<file path="config.mk">
export PLATFORM = sky130hd
export DESIGN_NAME = ulmic_ctrl
export DESIGN_NICKNAME = d
export VERILOG_FILES = /design/src/ulmic_pkg.sv /design/src/ulmic_ctrl.sv
export SDC_FILE = /design/constraint.sdc
export NUM_CORES = 2
export LEC_CHECK = 0
export CAP_MARGIN = 20
export CORE_ASPECT_RATIO = 1.75
export CORE_MARGIN = 8
export CORE_UTILIZATION = 45
export DETAILED_ROUTE_END_ITERATION = 10
export DONT_BUFFER_PORTS = 1
export GPL_TIMING_DRIVEN = 1
export HOLD_SLACK_MARGIN = 0.1
export SYNTH_ARGS = -nofsm -noshare
export SYNTH_HDL_FRONTEND = slang
export SYNTH_SLANG_ARGS = --single-unit
</file>
<file path="constraint.sdc">
create_clock -name clk_sys_i -period 6.5 [get_ports clk_sys_i]
set_input_delay 0 -clock clk_sys_i [delete_from_list [all_inputs] [get_ports clk_sys_i]]
set_output_delay 0 -clock clk_sys_i [all_outputs]
set_load 0.05 [all_outputs]
</file>
<file path="src/ulmic_pkg.sv">
// Purpose: shared constants of the uart line, modem and interrupt-enable block
// Assumes: 3-bit register address, 8-bit host data bus
// Notes: bit positions are indices into 8-bit registers
`default_nettype none

package ulmic_pkg;

	// ----------------------------------------
	// register addresses
	// ----------------------------------------
	localparam logic [2:0] ADR_RHR = 3'h0;
	localparam logic [2:0] ADR_IER = 3'h1;
	localparam logic [2:0] ADR_MCR = 3'h4;
	localparam logic [2:0] ADR_LSR = 3'h5;
	localparam logic [2:0] ADR_MSR = 3'h6;

	// ----------------------------------------
	// line_status fields
	// ----------------------------------------
	localparam int LSR_DATA = 0;
	localparam int LSR_OVR = 1;
	localparam int LSR_PE = 2;
	localparam int LSR_FE = 3;
	localparam int LSR_BRK = 4;
	localparam int LSR_THRE = 5;
	localparam int LSR_TEMT = 6;
	localparam int LSR_ERR = 7;

	// ----------------------------------------
	// modem_control fields
	// ----------------------------------------
	localparam int MCR_DTR = 0;
	localparam int MCR_RTS = 1;
	localparam int MCR_RDY = 2;
	localparam int MCR_INT = 3;
	localparam int MCR_LOOP = 4;
	localparam int MCR_XANY = 5;
	localparam int MCR_TACC = 6;
	localparam int MCR_PRESC = 7;
	localparam int MCR_PROT_LO = 5;

	// ----------------------------------------
	// interrupt_enable fields
	// ----------------------------------------
	localparam int IER_RX = 0;
	localparam int IER_THR = 1;
	localparam int IER_LS = 2;
	localparam int IER_MS = 3;
	localparam int IER_SLEEP = 4;
	localparam int IER_XOFF = 5;
	localparam int IER_RTS = 6;
	localparam int IER_CTS = 7;
	localparam int IER_PROT_LO = 4;

	// ----------------------------------------
	// modem_status fields (delta bits 3:0, levels 7:4)
	// ----------------------------------------
	localparam int MSR_CTS = 0;
	localparam int MSR_DSR = 1;
	localparam int MSR_RI = 2;
	localparam int MSR_CD = 3;
	localparam int MSR_LVL = 4;

	// ----------------------------------------
	// reset values, sizes, counts
	// ----------------------------------------
	localparam logic [7:0] MCR_RST = 8'h00;
	localparam logic [7:0] IER_RST = 8'h00;
	localparam logic [7:0] BRK_CHAR = 8'h00;
	localparam int RX_DEPTH_DEF = 128;
	localparam logic [1:0] PRESC_LAST = 2'h3;

endpackage

`default_nettype wire

</file>
<file path="src/ulmic_ctrl.sv">
// Purpose: line status, modem control/status and interrupt enable of a fifo uart
// Assumes: all inputs synchronous to clk_sys_i; receiver, transmitter and flow
//          control engines sit outside and report through plain ports
// Notes: read data is registered, one cycle after rd_i
//
// Notes on behaviour
// - line status bit 0 is one while the receive fifo holds a character.
// - line status bit 1 is set by a receive overrun, cleared by a line status read.
// - line status bits 4:2 show break, framing, parity flags of fifo head.
// - framing error is stored with its character, shown at fifo head.
// - break is flagged in bit 4 and its character stored as zero.
// - line status bit 5 is one while the transmit holding fifo is empty.
// - line status bit 6 is one when holding fifo and shifter are empty.
// - line status bit 7 is one while any flagged character is in fifo.
// - line status read keeps rx read pointer; holding register read advances.
// - outside loopback, modem control bits 0,1 drive dtr and rts low and auto rts overrides rts.
// - bit 2 enables fifo ready status outside loopback; bit 3 drives or floats interrupt.
// - bit 4 loops tx to rx and control bits 3:0 into status.
// - in loopback status bits 7:4 equal control bits 3,2,0,1.
// - bit 5 enables xon any; bit 6 opens trigger and control levels while enhanced write enable is set.
// - bit 7 selects input clock divide by one or by four.
// - modem control bits 7:5 change only with enhanced write enable.
// - status bits 0,1,3 set on cts, dsr, cd change; read clears.
// - status bit 2 set on ring rising edge; read clears.
// - outside loopback status bits 7:4 are inverted modem inputs.
// - enable bits gate each interrupt source; bit 4 enables sleep.
// - enable bits 7:4 change only with enhanced write enable.
// - re-enabling transmit interrupt while below threshold raises it again.
// - enhanced write enable protects enable and modem control fields.
`default_nettype none

module ulmic_ctrl
	import ulmic_pkg::*;
#(
	parameter int RX_DEPTH = RX_DEPTH_DEF
) (
	input wire logic clk_sys_i,
	input wire logic rst_i,
	input wire logic [2:0] addr_i,
	input wire logic wr_i,
	input wire logic rd_i,
	input wire logic [7:0] wdata_i,
	output logic [7:0] rdata_o,
	input wire logic enh_wr_en_i,
	input wire logic rx_char_valid_i,
	input wire logic [7:0] rx_char_i,
	input wire logic rx_parity_err_i,
	input wire logic rx_frame_err_i,
	input wire logic rx_break_i,
	input wire logic tx_fifo_empty_i,
	input wire logic tx_shift_empty_i,
	input wire logic tx_below_thresh_i,
	input wire logic tx_serial_i,
	input wire logic sin_i,
	input wire logic cts_n_i,
	input wire logic dsr_n_i,
	input wire logic ri_n_i,
	input wire logic cd_n_i,
	input wire logic auto_rts_en_i,
	input wire logic auto_rts_n_i,
	input wire logic xoff_pend_i,
	input wire logic rts_pend_i,
	input wire logic cts_pend_i,
	output logic tx_pin_o,
	output logic rx_line_o,
	output logic dtr_n_o,
	output logic rts_n_o,
	output logic irq_o,
	output logic irq_oe_o,
	output logic sleep_en_o,
	output logic xon_any_o,
	output logic tcr_tlr_access_o,
	output logic fifo_rdy_en_o,
	output logic presc_tick_o
);

	localparam int PW = $clog2(RX_DEPTH);
	localparam int CW = $clog2(RX_DEPTH + 1);

	// ----------------------------------------
	// register access decode
	// ----------------------------------------
	logic wr_mcr;
	logic wr_ier;
	logic rd_rhr;
	logic rd_lsr;
	logic rd_msr;

	assign wr_mcr = wr_i && (addr_i == ADR_MCR);
	assign wr_ier = wr_i && (addr_i == ADR_IER);
	assign rd_rhr = rd_i && (addr_i == ADR_RHR);
	assign rd_lsr = rd_i && (addr_i == ADR_LSR);
	assign rd_msr = rd_i && (addr_i == ADR_MSR);

	// ----------------------------------------
	// control registers
	// ----------------------------------------
	logic [7:0] modem_control;
	logic [7:0] interrupt_enable;

	always_ff @(posedge clk_sys_i) begin
		if (rst_i) begin
			modem_control <= MCR_RST;
		end else if (wr_mcr) begin
			modem_control[MCR_PROT_LO-1:0] <= wdata_i[MCR_PROT_LO-1:0];
			if (enh_wr_en_i) begin
				modem_control[7:MCR_PROT_LO] <= wdata_i[7:MCR_PROT_LO];
			end
		end
	end

	always_ff @(posedge clk_sys_i) begin
		if (rst_i) begin
			interrupt_enable <= IER_RST;
		end else if (wr_ier) begin
			interrupt_enable[IER_PROT_LO-1:0] <= wdata_i[IER_PROT_LO-1:0];
			if (enh_wr_en_i) begin
				interrupt_enable[7:IER_PROT_LO] <= wdata_i[7:IER_PROT_LO];
			end
		end
	end

	// ----------------------------------------
	// receive fifo with per-character flags
	// ----------------------------------------
	// entry layout: {break, framing, parity, data}
	logic [10:0] rx_mem [RX_DEPTH];
	logic [PW-1:0] wr_ptr;
	logic [PW-1:0] rd_ptr;
	logic [CW-1:0] rx_cnt;
	logic [CW-1:0] err_cnt;
	logic rx_ovr;
	logic rx_empty;
	logic rx_full;
	logic push;
	logic pop;
	logic [10:0] push_ent;
	logic [10:0] head;
	logic push_flag;
	logic head_flag;

	assign rx_empty = (rx_cnt == '0);
	assign rx_full = (rx_cnt == CW'(RX_DEPTH));
	assign push = rx_char_valid_i && !rx_full;
	assign pop = rd_rhr && !rx_empty;
	assign head = rx_empty ? 11'h000 : rx_mem[rd_ptr];
	assign push_flag = rx_break_i || rx_frame_err_i || rx_parity_err_i;
	assign head_flag = |head[10:8];

	// a break always stores a zero character whatever the shifter held
	always_comb begin
		push_ent = {rx_break_i, rx_frame_err_i, rx_parity_err_i, rx_char_i};
		if (rx_break_i) begin
			push_ent[7:0] = BRK_CHAR;
		end
	end

	generate
		for (genvar i = 0; i < RX_DEPTH; i++) begin : g_rx_ent
			always_ff @(posedge clk_sys_i) begin
				if (rst_i) begin
					rx_mem[i] <= 11'h000;
				end else if (push && (wr_ptr == PW'(i))) begin
					rx_mem[i] <= push_ent;
				end
			end
		end
	endgenerate

	always_ff @(posedge clk_sys_i) begin
		if (rst_i) begin
			wr_ptr <= '0;
		end else if (push) begin
			wr_ptr <= PW'(wr_ptr + 1'b1);
		end
	end

	// only a holding register read moves the read side
	always_ff @(posedge clk_sys_i) begin
		if (rst_i) begin
			rd_ptr <= '0;
		end else if (pop) begin
			rd_ptr <= PW'(rd_ptr + 1'b1);
		end
	end

	always_ff @(posedge clk_sys_i) begin
		if (rst_i) begin
			rx_cnt <= '0;
		end else if (push && !pop) begin
			rx_cnt <= CW'(rx_cnt + 1'b1);
		end else if (pop && !push) begin
			rx_cnt <= CW'(rx_cnt - 1'b1);
		end
	end

	// counting flagged entries keeps bit 7 exact without scanning the fifo
	always_ff @(posedge clk_sys_i) begin
		if (rst_i) begin
			err_cnt <= '0;
		end else if ((push && push_flag) && !(pop && head_flag)) begin
			err_cnt <= CW'(err_cnt + 1'b1);
		end else if ((pop && head_flag) && !(push && push_flag)) begin
			err_cnt <= CW'(err_cnt - 1'b1);
		end
	end

	// overrun: set wins over the clear of a line status read
	always_ff @(posedge clk_sys_i) begin
		if (rst_i) begin
			rx_ovr <= 1'b0;
		end else if (rx_char_valid_i && rx_full) begin
			rx_ovr <= 1'b1;
		end else if (rd_lsr) begin
			rx_ovr <= 1'b0;
		end
	end

	// ----------------------------------------
	// modem status
	// ----------------------------------------
	logic [3:0] lvl;
	logic [3:0] lvl_prev;
	logic [3:0] delta;
	logic [3:0] chg;

	// lvl order: cts, dsr, ri, cd, active high
	always_comb begin
		if (modem_control[MCR_LOOP]) begin
			lvl = {modem_control[MCR_INT], modem_control[MCR_RDY], modem_control[MCR_DTR], modem_control[MCR_RTS]};
		end else begin
			lvl = {~cd_n_i, ~ri_n_i, ~dsr_n_i, ~cts_n_i};
		end
	end

	always_comb begin
		chg = lvl ^ lvl_prev;
		chg[MSR_RI] = lvl[MSR_RI] && !lvl_prev[MSR_RI];
	end

	always_ff @(posedge clk_sys_i) begin
		if (rst_i) begin
			lvl_prev <= 4'h0;
		end else begin
			lvl_prev <= lvl;
		end
	end

	// a change seen in the read cycle survives the clear
	always_ff @(posedge clk_sys_i) begin
		if (rst_i) begin
			delta <= 4'h0;
		end else if (rd_msr) begin
			delta <= chg;
		end else begin
			delta <= delta | chg;
		end
	end

	// ----------------------------------------
	// read data
	// ----------------------------------------
	logic [7:0] line_status;
	logic [7:0] next_rdata;

	always_comb begin
		line_status = 8'h00;
		line_status[LSR_DATA] = !rx_empty;
		line_status[LSR_OVR] = rx_ovr;
		line_status[LSR_BRK:LSR_PE] = head[10:8];
		line_status[LSR_THRE] = tx_fifo_empty_i;
		line_status[LSR_TEMT] = tx_fifo_empty_i && tx_shift_empty_i;
		line_status[LSR_ERR] = (err_cnt != '0);
	end

	always_comb begin
		case (addr_i)
			ADR_RHR: next_rdata = head[7:0];
			ADR_IER: next_rdata = interrupt_enable;
			ADR_MCR: next_rdata = modem_control;
			ADR_LSR: next_rdata = line_status;
			ADR_MSR: next_rdata = {lvl, delta};
			default: next_rdata = 8'h00;
		endcase
	end

	always_ff @(posedge clk_sys_i) begin
		if (rst_i) begin
			rdata_o <= 8'h00;
		end else if (rd_i) begin
			rdata_o <= next_rdata;
		end
	end

	// ----------------------------------------
	// transmit holding interrupt
	// ----------------------------------------
	logic thr_pend;
	logic below_prev;
	logic thr_reen;

	assign thr_reen = wr_ier && !interrupt_enable[IER_THR] && wdata_i[IER_THR];

	always_ff @(posedge clk_sys_i) begin
		if (rst_i) begin
			below_prev <= 1'b0;
		end else begin
			below_prev <= tx_below_thresh_i;
		end
	end

	// falling below threshold, or enabling again while below, re-arms the source;
	// a disabled source drops its request so that the re-enable is what raises it
	always_ff @(posedge clk_sys_i) begin
		if (rst_i) begin
			thr_pend <= 1'b0;
		end else if (!tx_below_thresh_i) begin
			thr_pend <= 1'b0;
		end else if (!below_prev || thr_reen) begin
			thr_pend <= 1'b1;
		end else if (!interrupt_enable[IER_THR]) begin
			thr_pend <= 1'b0;
		end
	end

	// ----------------------------------------
	// interrupt output
	// ----------------------------------------
	logic [7:0] src;
	logic irq_any;

	always_comb begin
		src = 8'h00;
		src[IER_RX] = !rx_empty;
		src[IER_THR] = thr_pend;
		src[IER_LS] = rx_ovr || head_flag;
		src[IER_MS] = |delta;
		src[IER_XOFF] = xoff_pend_i;
		src[IER_RTS] = rts_pend_i;
		src[IER_CTS] = cts_pend_i;
		irq_any = |(src & interrupt_enable);
	end

	// the pin floats unless bit 3 asks for it to be driven
	always_ff @(posedge clk_sys_i) begin
		if (rst_i) begin
			irq_o <= 1'b0;
			irq_oe_o <= 1'b0;
		end else begin
			irq_o <= irq_any && modem_control[MCR_INT];
			irq_oe_o <= modem_control[MCR_INT];
		end
	end

	// ----------------------------------------
	// modem pins and loopback
	// ----------------------------------------
	// in loopback the pins idle inactive and tx idles at mark
	always_ff @(posedge clk_sys_i) begin
		if (rst_i) begin
			dtr_n_o <= 1'b1;
			rts_n_o <= 1'b1;
			tx_pin_o <= 1'b1;
			rx_line_o <= 1'b1;
		end else begin
			dtr_n_o <= modem_control[MCR_LOOP] || !modem_control[MCR_DTR];
			if (modem_control[MCR_LOOP]) begin
				rts_n_o <= 1'b1;
			end else if (auto_rts_en_i) begin
				rts_n_o <= auto_rts_n_i;
			end else begin
				rts_n_o <= !modem_control[MCR_RTS];
			end
			tx_pin_o <= modem_control[MCR_LOOP] ? 1'b1 : tx_serial_i;
			rx_line_o <= modem_control[MCR_LOOP] ? tx_serial_i : sin_i;
		end
	end

	// ----------------------------------------
	// feature enables
	// ----------------------------------------
	always_ff @(posedge clk_sys_i) begin
		if (rst_i) begin
			sleep_en_o <= 1'b0;
			xon_any_o <= 1'b0;
			tcr_tlr_access_o <= 1'b0;
			fifo_rdy_en_o <= 1'b0;
		end else begin
			sleep_en_o <= interrupt_enable[IER_SLEEP];
			xon_any_o <= modem_control[MCR_XANY];
			tcr_tlr_access_o <= modem_control[MCR_TACC] && enh_wr_en_i;
			fifo_rdy_en_o <= modem_control[MCR_RDY] && !modem_control[MCR_LOOP];
		end
	end

	// ----------------------------------------
	// input clock prescaler
	// ----------------------------------------
	logic [1:0] presc_cnt;

	// free running so a mode switch costs at most three cycles of phase
	always_ff @(posedge clk_sys_i) begin
		if (rst_i) begin
			presc_cnt <= 2'h0;
			presc_tick_o <= 1'b0;
		end else begin
			presc_cnt <= 2'(presc_cnt + 1'b1);
			presc_tick_o <= !modem_control[MCR_PRESC] || (presc_cnt == PRESC_LAST);
		end
	end

endmodule

`default_nettype wire

</file>
==> flow_metrics.tcl <==
set metrics [dict create \
    worst_slack_ps 468.1 \
    vias 40200 \
    powerDensity_nw_per_um2 288.8 \
    row_count 185 \
    syn-mean-instance-area_um2 14.02 \
    ys_seq_area_share_pct 66.98 \
    fin_crit_sh_pct 92.80 \
    h-tree-depth 4 \
    hp-start "rx_char_i[3]" \
    antenna_found_initial 6 \
    drive_above_1_share_pct 17.40 \
    grt_pass1_vias 40850 \
    synthDistinctLibCells 61 \
    wirelength_um 205700 \
    crit_end "err_cnt[7]" \
    track_usage_pct 25.56 \
    status "finished, final reports clean" \
    core_area_um2 145100 \
    critPathKind "reg -> reg" \
    crit_required_ps 7200 \
    clk_latency_ps 770 \
    first_iter_violations 4487 \
    ios 61 \
    numCtsBuffers 135 \
    r2r_slack_ps 470 \
    synth_edf_count 1408 \
    dr.pass1.iters 6 \
    cp_max_fo 41 \
    netlist_area_um2 65670 \
    reg2reg_to "err_cnt[7]" \
    synth_ff_type "edfxtp_1" \
    area_growth_pct 10.98 \
    gp_routability_congestion 0.9284 \
    postCtsHoldBufs 81 \
    cts.sinks 1493 \
    tightest_slew_ps 1187 \
    ant_nets 0 \
    clk_pin_slew_ps 70 \
    numPlacedInstances 6273 \
    ir_worst_vdd_mv 0.2312 \
    post_cts_resized 0 \
    critPathCaptureType "flop" \
    grt_max_degree 204 \
    initial_core_util_pct 45.25 \
    synth_area_leaders "edfxtp_1 (64%), mux4_2 (14%), nor2_1 (8.6%), dfxtp_1 (2.6%), clkbuf_1 (2.2%)" \
    min_period_ps 6032 \
    cts_buffer_depth 3 \
    fp.dieW_um 304.8 \
    rsz0062_at_grt "false" \
    finClkSkew_ps 18.07 \
    async_reset_ff_share_pct 0 \
    hold_viol_final 0 \
    max-slew-margin-rel_pct 20.88 \
    fin_setup_tns_ps 0 \
    r2r_cells 18 \
    drc 0 \
    syn-num-nets 4749 \
    pre_cts_ws_ps 598.0 \
    whs_ps 111.6 \
    yosys_warnings 0 \
    cts_post_setup_buffers_inserted 0 \
    synth_top_area_cell "edfxtp_1" \
    vias_per_cell 6.089 \
    grt_pass1_wl_um 293400 \
    numPortBuffers 0 \
    synth.top_cells.by_count "nor2_1 (1504), edfxtp_1 (1408), mux4_2 (398)" \
    netlist.area_leader.share_pct 64.39 \
    min_path_type "in -> reg" \
    finish.net_count 4690 \
    leakage_nw 23.83 \
    grt_overflow 0 \
    worstPathArrival_ps 6730 \
    wl_per_cell_um 31.16 \
    startpoint_type "flop" \
    fp.dieH_um 521.3 \
    cts-root-buf "clkbuf_16" \
    cts_tree "done" \
    post-dp-hpwl_um 140000 \
    power_w 0.02105 \
    synth_cells 4685 \
    die_area_um2 158900 \
    drv_cap 0 \
    drv_slew 0 \
    ys_seq_elements 1493 \
    finalSetupViolations 0 \
    final_cells 6602 \
    fmaxAchievable_mhz 165.8 \
    synth_most_common_cell "nor2_1" \
]
worst min path at each step:
stage	slack [ps]	depth (start not counted)	to
2_1_floorplan	100	1	tx_pin_o
3_3_place_gp	90	1	err_cnt[2]
3_5_place_dp	90	1	rx_cnt[7]
4_1_cts	100	3	rx_mem[15][10]
5_1_grt	130	2	rx_mem[123][3]
6_report	110	2	rx_mem[123][3]
power breakdown:
group	switching, W	internal [W]	leakage, nW	total, W
registers	0.000215	0.0110	14.4	0.0112
clock network	0.00359	0.00435	2.08	0.00794
logic	0.00119	0.000735	7.34	0.00193
total	0.00500	0.0160	23.8	0.0210
area by class of cell:
type	count	area, um^2
fillers	12140	72260
well taps	1870	2340
flip-flops and latches	1493	44000
multi-input cells	2703	19830
clock buffers	175	3655
clock inverters	65	609.3
inverters	16	70.07
diodes	3	7.507
repair buffers	277	2367
flip-flops by register name, summed over array words and instances (netlist names), 2 cells and up, named ones only:
register	flops
delta	4
err_cnt	8
interrupt_enable	8
lvl_prev	4
modem_control	8
presc_cnt	2
rd_ptr	7
rdata_o	8
rx_cnt	8
rx_mem	1408
wr_ptr	7
critical path, cell delays in order (launching register included):
cell and delay, ps:
dfxtp_4 1000, mux4_2 610, o22ai_1 390, a221oi_1 170, a22oi_1 490, nand3_1 190
nor3_1 580, or2_2 220, ha_1 180, inv_1 150, ha_1 310, a21o_1 180
a21oi_1 210, nor2b_1 80, o21a_1 180, o41ai_1 380, xnor2_1 130, or3_1 310
a21oi_1 140
cells by family (layout without fill, tap and decap cells):
group | Yosys count | after routing | synth area share, %
AOI/OAI and AO/OA | 323 | 323 | 3.462
xor gates and xnor gates | 29 | 29 | 0.3868
adders and majority gates | 22 | 22 | 0.4421
other | 0 | 3 | 0
muxes | 453 | 453 | 14.50
and+or+nand+nor | 1876 | 1876 | 11.21
DFF | 1493 | 1493 | 66.98
buffers and inverters | 489 | 533 | 3.020
cell usage in the layout (no fill, tap or decap), types with 17 or more instances in the layout:
master	Yosys	final
nor2_1	1504	1501
edfxtp_1	1408	1408
mux4_2	398	398
nand2_1	234	226
buf_4	16	187
clkbuf_16	0	140
o21bai_1	128	116
dlygate4sd3_1	0	81
dfxtp_1	85	79
mux2i_1	50	50
a21oi_1	50	50
clkbuf_1	385	33
nor2b_1	28	27
nand3_1	25	25
clkinv_1	0	21
o21ai_0	20	20
a22oi_1	20	20
o22ai_1	20	20
ha_1	20	20
clkinv_2	0	20
nor3_1	17	17
through the flow:
step | util (%) | instance area (um^2)
2_1_floorplan | - | 65670
3_3_place_gp | 46.61 | 67650
3_5_place_dp | 46.67 | 67740
4_1_cts | 50.18 | 72830
5_1_grt | 50.21 | 72870
6_report | 50.21 | 72880
layer usage:
layer	GRT usage [%]	vias up	part of all wire, %
li1	-	16910	-
met1	27.06	20760	33
met2	45.85	1951	52
met3	4.619	584	6.9
met4	17.93	4	8.3
met5	0	-	0.013
(Power assumes the default switching activity.)
